--- src/shared/erase_ctl_map.svh ---
`ifndef ERASE_CTL_MAP_SVH
`define ERASE_CTL_MAP_SVH

// instruction codes seen on the serial input
`define OP_WRITE_ENABLE   8'h06
`define OP_WRITE_DISABLE  8'h04
`define OP_STATUS_READ    8'h05
`define OP_SECTOR_ERASE   8'h52
`define OP_CHIP_ERASE     8'h62

// frame lengths in bits
`define OPCODE_BITS       6'h08
`define SECTOR_FRAME_BITS 6'h20

// sector geometry
`define SECTOR_COUNT      4
`define SECTOR_IDX_LSB    15
`define SECTOR_IDX_W      2

// status byte layout
`define ST_BUSY           0
`define ST_WEL            1
`define ST_PROT_LSB       2

// value every erased byte reads back as
`define ERASED_BYTE       8'hFF

// timing
`define CLK_MHZ           50
`define CHIP_ERASE_MS     3500
`define SECTOR_ERASE_MS   1000

`endif

--- src/shared/erase_ctl_pkg.sv ---
package erase_ctl_pkg;

  typedef enum logic {PH_IDLE, PH_ERASE} phase_t;

  typedef struct packed {
    phase_t      phase;
    logic        busy;
    logic        wel;
    logic        cs_q;
    logic        sck_q;
    logic [5:0]  nbits;
    logic [31:0] shreg;
    logic        rd;
    logic [7:0]  stat_sh;
    logic        so;
    logic        so_oe;
    logic [3:0]  mask;
    logic        chip;
    logic        done;
    logic [7:0]  pattern;
    logic [31:0] timer;
  } ctl_t;

endpackage

--- src/hdl/serial_flash_erase_control.sv ---
// Summary of operation
// - a sector erase clears the whole addressed sector unless that sector is locked out.
// - the sector is taken from any address that lies inside it.
// - during a sector erase only the status read has any effect.
// - the write enable latch clears by itself when a sector erase ends.
// - a chip erase clears every sector that is not locked out and leaves the rest.
// - the chip erase busy time is a count derived from 3.5 seconds.
// - during a chip erase only the status read has any effect.
// - the write enable latch clears by itself when a chip erase ends.
// - status bit 0 reads one while an erase runs and zero after it.
// - only sectors outside the protected range may ever be changed.
// - a modifying instruction without the latch set is dropped at chip select rise.
`timescale 1ns/1ps
`include "erase_ctl_map.svh"

module serial_flash_erase_control
  import erase_ctl_pkg::*;
#(
  parameter int unsigned CHIP_ERASE_CYC   = `CHIP_ERASE_MS * 1000 * `CLK_MHZ,
  parameter int unsigned SECTOR_ERASE_CYC = `SECTOR_ERASE_MS * 1000 * `CLK_MHZ
)
(
  input  wire logic                     clk_sys,
  input  wire logic                     rst_b,
  input  wire logic                     ce,
  input  wire logic                     cs_b,
  input  wire logic                     sck,
  input  wire logic                     si,
  input  wire logic                     protect_level_bit_low,
  input  wire logic                     protect_level_bit_high,
  output logic                          so,
  output logic                          so_oe,
  output logic                          busy,
  output logic                          wel,
  output logic [`SECTOR_COUNT-1:0]      erase_mask,
  output logic                          erase_chip,
  output logic                          erase_done,
  output logic [7:0]                    erase_pattern
);

  ctl_t       st_r;
  ctl_t       st_nxt;
  logic [1:0] prot;
  logic       sck_rise;
  logic       sck_fall;
  logic       cs_rise;

  assign prot = {protect_level_bit_high, protect_level_bit_low};

  // level 1 locks the top quarter, level 2 the top half, level 3 all
  function automatic logic [`SECTOR_COUNT-1:0] lock_mask(input logic [1:0] lvl);
    logic [`SECTOR_COUNT-1:0] m;
    m = '0;
    for (int i = 0; i < `SECTOR_COUNT; i++)
    begin
      unique case (lvl)
        2'h0: m[i] = 1'b0;
        2'h1: m[i] = (i >= `SECTOR_COUNT - `SECTOR_COUNT / 4);
        2'h2: m[i] = (i >= `SECTOR_COUNT / 2);
        2'h3: m[i] = 1'b1;
      endcase
    end
    return m;
  endfunction

  assign sck_rise = sck & ~st_r.sck_q;
  assign sck_fall = ~sck & st_r.sck_q;
  assign cs_rise  = cs_b & ~st_r.cs_q;

  always_comb
  begin
    logic [`SECTOR_COUNT-1:0] sel;
    logic [`SECTOR_IDX_W-1:0] idx;
    logic [`SECTOR_COUNT-1:0] open_m;
    sel    = '0;
    idx    = st_r.shreg[`SECTOR_IDX_LSB +: `SECTOR_IDX_W];
    open_m = ~lock_mask(prot);
    sel[idx] = 1'b1;
    st_nxt         = st_r;
    st_nxt.cs_q    = cs_b;
    st_nxt.sck_q   = sck;
    st_nxt.done    = 1'b0;
    st_nxt.pattern = `ERASED_BYTE;

    // serial shifter, msb first, sampled on the rising clock edge
    if (!cs_b && sck_rise)
    begin
      st_nxt.shreg = {st_r.shreg[30:0], si};
      if (st_r.nbits != 6'h3F)
        st_nxt.nbits = st_r.nbits + 6'h01;
      // status read is the one instruction honoured even while busy
      if (st_r.nbits == `OPCODE_BITS - 6'h01 && {st_r.shreg[6:0], si} == `OP_STATUS_READ)
      begin
        st_nxt.rd      = 1'b1;
        st_nxt.stat_sh = {4'h0, prot, st_r.wel, st_r.busy};
        st_nxt.so_oe   = 1'b1;
      end
    end
    // status shifts out on the falling edge, valid for modes 0 and 3
    if (!cs_b && sck_fall && st_r.rd)
    begin
      st_nxt.so      = st_r.stat_sh[7];
      st_nxt.stat_sh = {st_r.stat_sh[6:0], st_r.busy};
    end
    if (cs_b)
    begin
      st_nxt.nbits = '0;
      st_nxt.rd    = 1'b0;
      st_nxt.so_oe = 1'b0;
    end

    // instructions act when chip select rises, and only when idle
    if (cs_rise && st_r.phase == PH_IDLE)
    begin
      if (st_r.nbits == `OPCODE_BITS && st_r.shreg[7:0] == `OP_WRITE_ENABLE)
        st_nxt.wel = 1'b1;
      else if (st_r.nbits == `OPCODE_BITS && st_r.shreg[7:0] == `OP_WRITE_DISABLE)
        st_nxt.wel = 1'b0;
      else if (st_r.wel && st_r.nbits == `SECTOR_FRAME_BITS
               && st_r.shreg[31:24] == `OP_SECTOR_ERASE && |(sel & open_m))
      begin
        st_nxt.phase = PH_ERASE;
        st_nxt.busy  = 1'b1;
        st_nxt.mask  = sel & open_m;
        st_nxt.chip  = 1'b0;
        st_nxt.timer = SECTOR_ERASE_CYC - 1;
      end
      else if (st_r.wel && st_r.nbits == `OPCODE_BITS
               && st_r.shreg[7:0] == `OP_CHIP_ERASE && |open_m)
      begin
        st_nxt.phase = PH_ERASE;
        st_nxt.busy  = 1'b1;
        st_nxt.mask  = open_m;
        st_nxt.chip  = 1'b1;
        st_nxt.timer = CHIP_ERASE_CYC - 1;
      end
    end

    unique case (st_r.phase)
      PH_IDLE:
        ;
      PH_ERASE:
      begin
        if (st_r.timer == '0)
        begin
          st_nxt.phase = PH_IDLE;
          st_nxt.busy  = 1'b0;
          st_nxt.wel   = 1'b0;
          st_nxt.mask  = '0;
          st_nxt.done  = 1'b1;
        end
        else
          st_nxt.timer = st_r.timer - 32'h0000_0001;
      end
    endcase
  end

  always_ff @(posedge clk_sys)
  begin
    if (!rst_b)
    begin
      st_r         <= '0;
      st_r.phase   <= PH_IDLE;
      st_r.cs_q    <= 1'b1;
      st_r.pattern <= `ERASED_BYTE;
    end
    else if (ce)
      st_r <= st_nxt;
  end

  assign so            = st_r.so;
  assign so_oe         = st_r.so_oe;
  assign busy          = st_r.busy;
  assign wel           = st_r.wel;
  assign erase_mask    = st_r.mask;
  assign erase_chip    = st_r.chip;
  assign erase_done    = st_r.done;
  assign erase_pattern = st_r.pattern;

  // checks
  property p_wel_off_at_end;
    @(posedge clk_sys) disable iff (!rst_b) $rose(st_r.done) |-> !st_r.wel && !st_r.busy;
  endproperty
  a_wel_off_at_end: assert property (p_wel_off_at_end) else $error("wel kept after erase");

  property p_chip_wel_off;
    @(posedge clk_sys) disable iff (!rst_b)
      st_r.busy && st_r.chip ##1 !st_r.busy |-> !st_r.wel;
  endproperty
  a_chip_wel_off: assert property (p_chip_wel_off) else $error("wel kept after chip erase");

  property p_mask_frozen;
    @(posedge clk_sys) disable iff (!rst_b)
      $past(st_r.busy) && st_r.busy |-> $stable(st_r.mask) && $stable(st_r.chip);
  endproperty
  a_mask_frozen: assert property (p_mask_frozen) else $error("target changed while busy");

  property p_wel_frozen;
    @(posedge clk_sys) disable iff (!rst_b) $past(st_r.busy) && st_r.busy |-> $stable(st_r.wel);
  endproperty
  a_wel_frozen: assert property (p_wel_frozen) else $error("instruction acted while busy");

  property p_no_locked;
    @(posedge clk_sys) disable iff (!rst_b)
      $rose(st_r.busy) |-> (st_r.mask & lock_mask($past(prot))) == '0 && st_r.mask != '0;
  endproperty
  a_no_locked: assert property (p_no_locked) else $error("locked sector selected");

  property p_needs_wel;
    @(posedge clk_sys) disable iff (!rst_b) $rose(st_r.busy) |-> $past(st_r.wel) && $past(cs_b);
  endproperty
  a_needs_wel: assert property (p_needs_wel) else $error("erase without write enable");

  property p_chip_time;
    @(posedge clk_sys) disable iff (!rst_b)
      $rose(st_r.busy) && st_r.chip |-> st_r.timer == CHIP_ERASE_CYC - 1
        && st_r.mask == ~lock_mask($past(prot));
  endproperty
  a_chip_time: assert property (p_chip_time) else $error("chip erase load wrong");

  property p_one_sector;
    @(posedge clk_sys) disable iff (!rst_b)
      $rose(st_r.busy) && !st_r.chip |-> $onehot(st_r.mask)
        && st_r.timer == SECTOR_ERASE_CYC - 1;
  endproperty
  a_one_sector: assert property (p_one_sector) else $error("sector erase load wrong");

  property p_pattern;
    @(posedge clk_sys) disable iff (!rst_b) ##1 st_r.pattern == `ERASED_BYTE;
  endproperty
  a_pattern: assert property (p_pattern) else $error("erase pattern not all ones");

  property p_status_busy;
    @(posedge clk_sys) disable iff (!rst_b)
      $rose(st_r.rd) |-> st_r.stat_sh[`ST_BUSY] == $past(st_r.busy);
  endproperty
  a_status_busy: assert property (p_status_busy) else $error("status busy bit wrong");

  c_sector: cover property (@(posedge clk_sys) $rose(st_r.busy) && !st_r.chip);
  c_chip:   cover property (@(posedge clk_sys) $rose(st_r.busy) && st_r.chip);
  c_poll:   cover property (@(posedge clk_sys) st_r.busy && $rose(st_r.rd));
  c_done:   cover property (@(posedge clk_sys) st_r.done);

endmodule

--- config.mk ---
export PLATFORM = sky130hd
export DESIGN_NAME = serial_flash_erase_control
export DESIGN_NICKNAME = d
export VERILOG_FILES = /design/src/shared/erase_ctl_pkg.sv /design/src/hdl/serial_flash_erase_control.sv
export VERILOG_INCLUDE_DIRS = /design/src /design/src/shared
export SDC_FILE = /design/constraint.sdc
export NUM_CORES = 1
export LEC_CHECK = 0
export ABC_AREA = 1
export CAP_MARGIN = 25
export CORE_MARGIN = 2
export CORE_UTILIZATION = 65
export CTS_CLUSTER_SIZE = 16
export DETAILED_ROUTE_END_ITERATION = 6
export DONT_BUFFER_PORTS = 1
export GPL_ROUTABILITY_DRIVEN = 0
export PLACE_DENSITY = 0.81
export SLEW_MARGIN = 20
export SYNTH_ARGS = -nofsm -noshare
export SYNTH_HDL_FRONTEND = slang
export SYNTH_SLANG_ARGS = --single-unit
export TNS_END_PERCENT = 30
--- constraint.sdc ---
create_clock -name clk_sys -period 3.07 [get_ports clk_sys]
set_input_delay 0.1535 -clock clk_sys [delete_from_list [all_inputs] [get_ports clk_sys]]
set_output_delay 0.1535 -clock clk_sys [all_outputs]
set_load 0.02 [all_outputs]
[Word-level counts from Yosys, hierarchy flattened]
Index checks and enable logic that the tools add are counted.
Word-level totals
  input bits: 8
  RAM bits: 0
  flip-flop bits (word level): 92
  memories kept: 0
  memory bits (read-only): 0
  output and inout bits: 18
  bits in latches: 0
Cells by class
  multipliers: 0
  $lt $le $gt $ge: 2
  $add $sub $neg: 2
  bitwise operators: 11
  shift-type cells: 0
  reductions and logical operators: 35
  eq/ne operators: 12
  div/mod/pow operators: 0
  mux-type cells: 39
Operator list (count)
  two-way mux 32 bit: 7
  two-way mux 47 bit: 1
  zero test 32 bit: 1
  subtractor 32 x 1 -> 32 bit (second input constant): 1
  two-way mux 5 bit: 5
  equality test 8 x 3 -> 1 bit (second input constant): 3
  two-way mux 9 bit: 2
  equality test 8 x 7 -> 1 bit (second input constant): 2
  logical AND 1 bit: 14
  two-way mux 6 bit: 2
  nonzero test 2 bit: 6
  two-way mux 1 bit: 9
  two-way mux 3 bit: 3
  AND reduction 3 bit: 3
  two-way mux 2 bit: 4
  two-way mux 4 bit: 2
  OR reduction 4 bit: 2
  adder 6 x 1 -> 6 bit (second input constant): 1
  equality test 6 x 3 -> 1 bit (second input constant): 1
  equality test 6 x 4 -> 1 bit (second input constant): 1
  equality test 6 bit (second input constant): 1
  inequality test 6 bit (second input constant): 1
  inverter 1 bit: 6
  case mux 1 bit (2 select lines): 3
  14 further kinds: 20

[Longest topological paths before layout]
  depth in word-level cells: 13
  mapped depth: 13
  depth with buffers taken out: 13

[Least setup slack after synthesis]
No wires, ideal clock.
  kind: flip-flop to flip-flop
  from: register st_r[89] (netlist bit)
  to: register st_r[16] (netlist bit)
  required time: 2942 ps
  arrival: 1474 ps
  setup slack: 1468 ps
  stages on the path, launching flop included: 14
  setup time: 128 ps
  cell sequence: dfxtp_1 -> inv_1 -> ha_1 -> nand3_1 -> nor2_4 -> nand3_2 -> nand2_2 -> nor2_4 -> nand2_4 -> buf_6 -> nand2_1 -> nor2_1 -> nor2_1 -> nor2_1
Between the ends
  word-level cells in the longest chain between the ends: 11
  elaborated cells between the ends (all ways): 17
  those cells by class: eq/ne (2); mux (7); reduce/logical (8)
Ends and longest elaborated chain
  start: declaration: line serial_flash_erase_control.sv:41  | ctl_t st_r;
  start signal: assignment: line serial_flash_erase_control.sv:168  | st_r <= st_nxt;
  equality test 6 x 4 -> 1 bit (no source line)
  logical AND 1 bit (no source line) (2 in a row)
  logical AND 1 bit: line serial_flash_erase_control.sv:128  | else if (st_r.wel && st_r.nbits == `OPCODE_BITS
  two-way mux 32 bit: line serial_flash_erase_control.sv:128
  two-way mux 32 bit: line serial_flash_erase_control.sv:119  | else if (st_r.wel && st_r.nbits == `SECTOR_FRAME_BITS
  two-way mux 32 bit: line serial_flash_erase_control.sv:117  | else if (st_r.nbits == `OPCODE_BITS && st_r.shreg[7:0] == `OP_WRITE_DISABLE)
  two-way mux 32 bit (*): line serial_flash_erase_control.sv:115  | if (st_r.nbits == `OPCODE_BITS && st_r.shreg[7:0] == `OP_WRITE_ENABLE)
  two-way mux 32 bit (*): line serial_flash_erase_control.sv:113  | if (cs_rise && st_r.phase == PH_IDLE)
  two-way mux 32 bit: line serial_flash_erase_control.sv:144  | if (st_r.timer == '0)
  two-way mux 32 bit (*): line serial_flash_erase_control.sv:139  | unique case (st_r.phase)
Every way passes the cells marked *; elsewhere a longest branch is shown, timed or not.
A chain may end at the register's enable or synchronous reset.

[Final worst setup path]
  from: register st_r[0] (netlist bit)
  to: register st_r[14] (netlist bit)
Between the ends
  word-level cells in the longest chain between the ends: 3
  elaborated cells between the ends (all ways): 4
  those cells by class: add/sub (1); mux (2); reduce/logical (1)
Ends and longest elaborated chain (line)
  subtractor 32 x 1 -> 32 bit or zero test 32 bit (tied branches): serial_flash_erase_control.sv:153, serial_flash_erase_control.sv:144
  two-way mux 32 bit (*): serial_flash_erase_control.sv:144
  two-way mux 32 bit (*): serial_flash_erase_control.sv:139
Marks and branches as above.

==> flow_summary.toml <==
[final_layout]
final_cell_mix = "171 x nand2_1, 136 x nor2_1, 92 x dfxtp_1, 81 x a21oi_1, 78 x o21ai_0"
final_common_cell = "nand2_1"
syn2layout_area_growth_pct = 4.80
nNetsFinal = 815
ff_latch_area_um2 = 1840
multi_input_area_um2 = 2890
drive_gt1_share_pct = 7.80
n_antenna_cell = 0
n_fill_cell = 677

[clock_network]
cts_tree = "done"
path_clk_slew_ps = 100
clock_sinks = 92
clock-root-buffer = "clkbuf_8"
numCtsBuffers = 9
cts_buffer_depth = 2
cts_htree_levels = 3
clk_latency_ps = 380
post_cts_resized = 0

[power]
power.total_mw = 2.41
cellPowerDensity_nw_per_um2 = 441
ir_drop_uv = 328
leakagePower_nw = 2.42

[min_path]
min_to = "st_r[18]"
hold_path_startpoint = "ce"
hold_class = "input pin to register"
whs_path_depth = 3

[die]
coreArea_um2 = 7770
die_area_um2 = 8760
rows = 32
io_pins = 26
dieHeight_um = 93.6
die_w_um = 93.6
initial_utilization_pct = 67.2

[sta]
worstMarginPinSlew_ps = 989
period_share_pct = 72.2
rsz0062_at_grt = "no"
holdWs_ps = 7.24
finalSetupViolCount = 0
final_max_slew_viol_count = 0
timing.slew.headroom_pct = 33.9
fin_skew_ps = 9.19
period_needed_ps = 2220
finalHoldViolCount = 0
max_clock_freq_mhz = 451
tns_ps = 0

[worst_setup_path]
reg2reg_depth = 10
critPathMostFrequentCell = "nand2_1"
endpoint_kind = "register"
r2r_start = "st_r[0]"
worstPathArrival_ps = 2470
regToRegSetupSlack_ps = 850
crit_path_start_kind = "register"
worstPathCellList = "inv_1, ha_1, nand2_1, nor2_1, nand2_1, nor2_2, nor2_4, nand2_1, o21ai_0, a21oi_1"
path_buf_inv = 1
required_ps = 3320
critPathMaxFanout = 23
cp_top_family = "simple AND/OR/NAND/NOR gates"
worstSetupPathType = "register to register"
r2r-end = "st_r[14]"
slowest_delay_ps = 510
slowest_stage = "nor2_4"

[placement]
io_buffers = 0
hpwl_mm = 8.98

[drt]
initialDrtViolationCount = 465
dr.pass1.iters = 7
ant_nets = 0
drc_errors = 0
avgRoutedWirePerCell_um = 14.5
viasPerCell = 5.88
routed-via-count = 5355
drt_wl_total_mm = 13.2

[yosys]
synthCells = 814
syn_area_per_cell_um2 = 6.41
yosysSeqAreaShare_pct = 35.3
synth_area_um2 = 5220
ys_seq_elements = 92
ys_warn_count = 0
ys_top_cells_by_area = "dfxtp_1 35%, nand2_1 12%, nor2_1 9.8%"
yosysUniqueCellTypes = 35
synth_top_area_cell = "dfxtp_1"
yosys.area.top_type_share_pct = 35.3

[global_route]
grt_usage_pct = 30.9
first_global_vias = 4643
grt_max_degree = 60
antenna_found_initial = 0
overflow = 0
grt_pass1_wl_mm = 21.7

[job]
drv_cap = 0

[status]
status = "finished clean"
-- metrics by stage --
step                      util, %  instance area, um2  worst slack, ps  cells
after floorplan                 -                5240             1470    821
after global placement       66.6                5180              987    888
after detailed placement     66.6                5180              898    888
after CTS                    70.0                5440              851    909
after global routing         70.4                5470              618    910
final                        70.4                5470              854    910
-- cells in the mapped netlist --
| cell type | n |
|---|---|
| a211oi_1 | 2 |
| a21boi_0 | 1 |
| a21oi_1 | 81 |
| a21oi_2 | 3 |
| a31oi_1 | 1 |
| buf_1 | 3 |
| buf_2 | 3 |
| buf_4 | 13 |
| buf_6 | 3 |
| clkbuf_1 | 16 |
| conb_1 | 1 |
| dfxtp_1 | 92 |
| ha_1 | 4 |
| inv_1 | 72 |
| inv_2 | 7 |
| nand2_1 | 171 |
| nand2_2 | 6 |
| nand2_4 | 3 |
| nand3_1 | 54 |
| nand3_2 | 3 |
| nand4_1 | 14 |
| nor2_1 | 136 |
| nor2_2 | 12 |
| nor2_4 | 5 |
| nor3_1 | 10 |
| nor3_2 | 3 |
| nor3b_1 | 1 |
| nor4_1 | 2 |
| o21ai_0 | 78 |
| o21ai_1 | 1 |
| o21bai_1 | 1 |
| o22ai_1 | 1 |
| o31ai_1 | 1 |
| xnor2_1 | 1 |
| xor2_1 | 9 |
-- area by class of cell --
class	instances	share of cell area [%]
multi-input cells	612	52.8
flip-flops and latches	92	33.7
inverters	79	5.42
well taps	102	2.33
clock buffers	9	2.27
repair buffers	9	2.01
clock inverters	7	1.46
-- power by group --
group          leakage [nW]  switching, mW  total, mW  internal [mW]
logic                  1.57          0.228      0.330          0.102
clock network        0.0994          0.505      0.828          0.323
registers             0.747         0.0260       1.25           1.22
total                  2.42          0.759       2.41           1.65
-- worst max-delay path by stage --
stage | start | endpoint | slack [ps] | depth (start not counted)
floorplan | st_r[89] | st_r[16] | 1470 | 13
global placement | st_r[0] | st_r[3] | 990 | 10
detailed placement | st_r[0] | st_r[3] | 900 | 10
CTS | st_r[0] | st_r[14] | 850 | 10
global route | st_r[95] | st_r[87] | 620 | 9
finish | st_r[0] | st_r[14] | 850 | 10
-- worst reg2reg max path: cells and delay by family, from the launching register on --
kind | cells | cell delay (ps)
AO/OA/AOI/OAI | 2 | 330
flip-flops | 1 | 350
buffers and inverters | 1 | 90
AND/OR/NAND/NOR | 6 | 1080
adder cells (fa/ha/maj) | 1 | 240
-- cell families (layout without fill, tap and decap cells) --
family | count (synthesis) | count (layout) | share of synthesized area (%)
other cells | 1 | 8 | 0.0719
buf+inv | 117 | 104 | 9.86
compound gates | 170 | 170 | 16.8
xor+xnor | 10 | 10 | 1.68
simple gates | 420 | 420 | 35.3
flops | 92 | 92 | 35.3
fa+ha+maj | 4 | 4 | 0.959
-- state kept, by name, summed over array words and instances, names as in the netlist --
signal      flops
busy            1
erase_chip      1
erase_done      1
erase_mask      4
so              1
so_oe           1
st_r           82
wel             1
-- per-layer routing --
layer	track usage [%]	vias up	part of all wire, %
li1	-	2607	-
met1	44.4	2455	45
met2	48.0	268	44
met3	4.75	25	9.0
met4	9.30	0	2.1
met5	0	-	0
-- what timing repair did --
item | in CTS | in global routing
hold buffers | 5 | 0
endpoints found under the hold margin | 69 | 0
endpoints found under the setup margin | 0 | 0
setup buffers | 0 | 0
No activity file was read; power rests on OpenSTA's default activity.
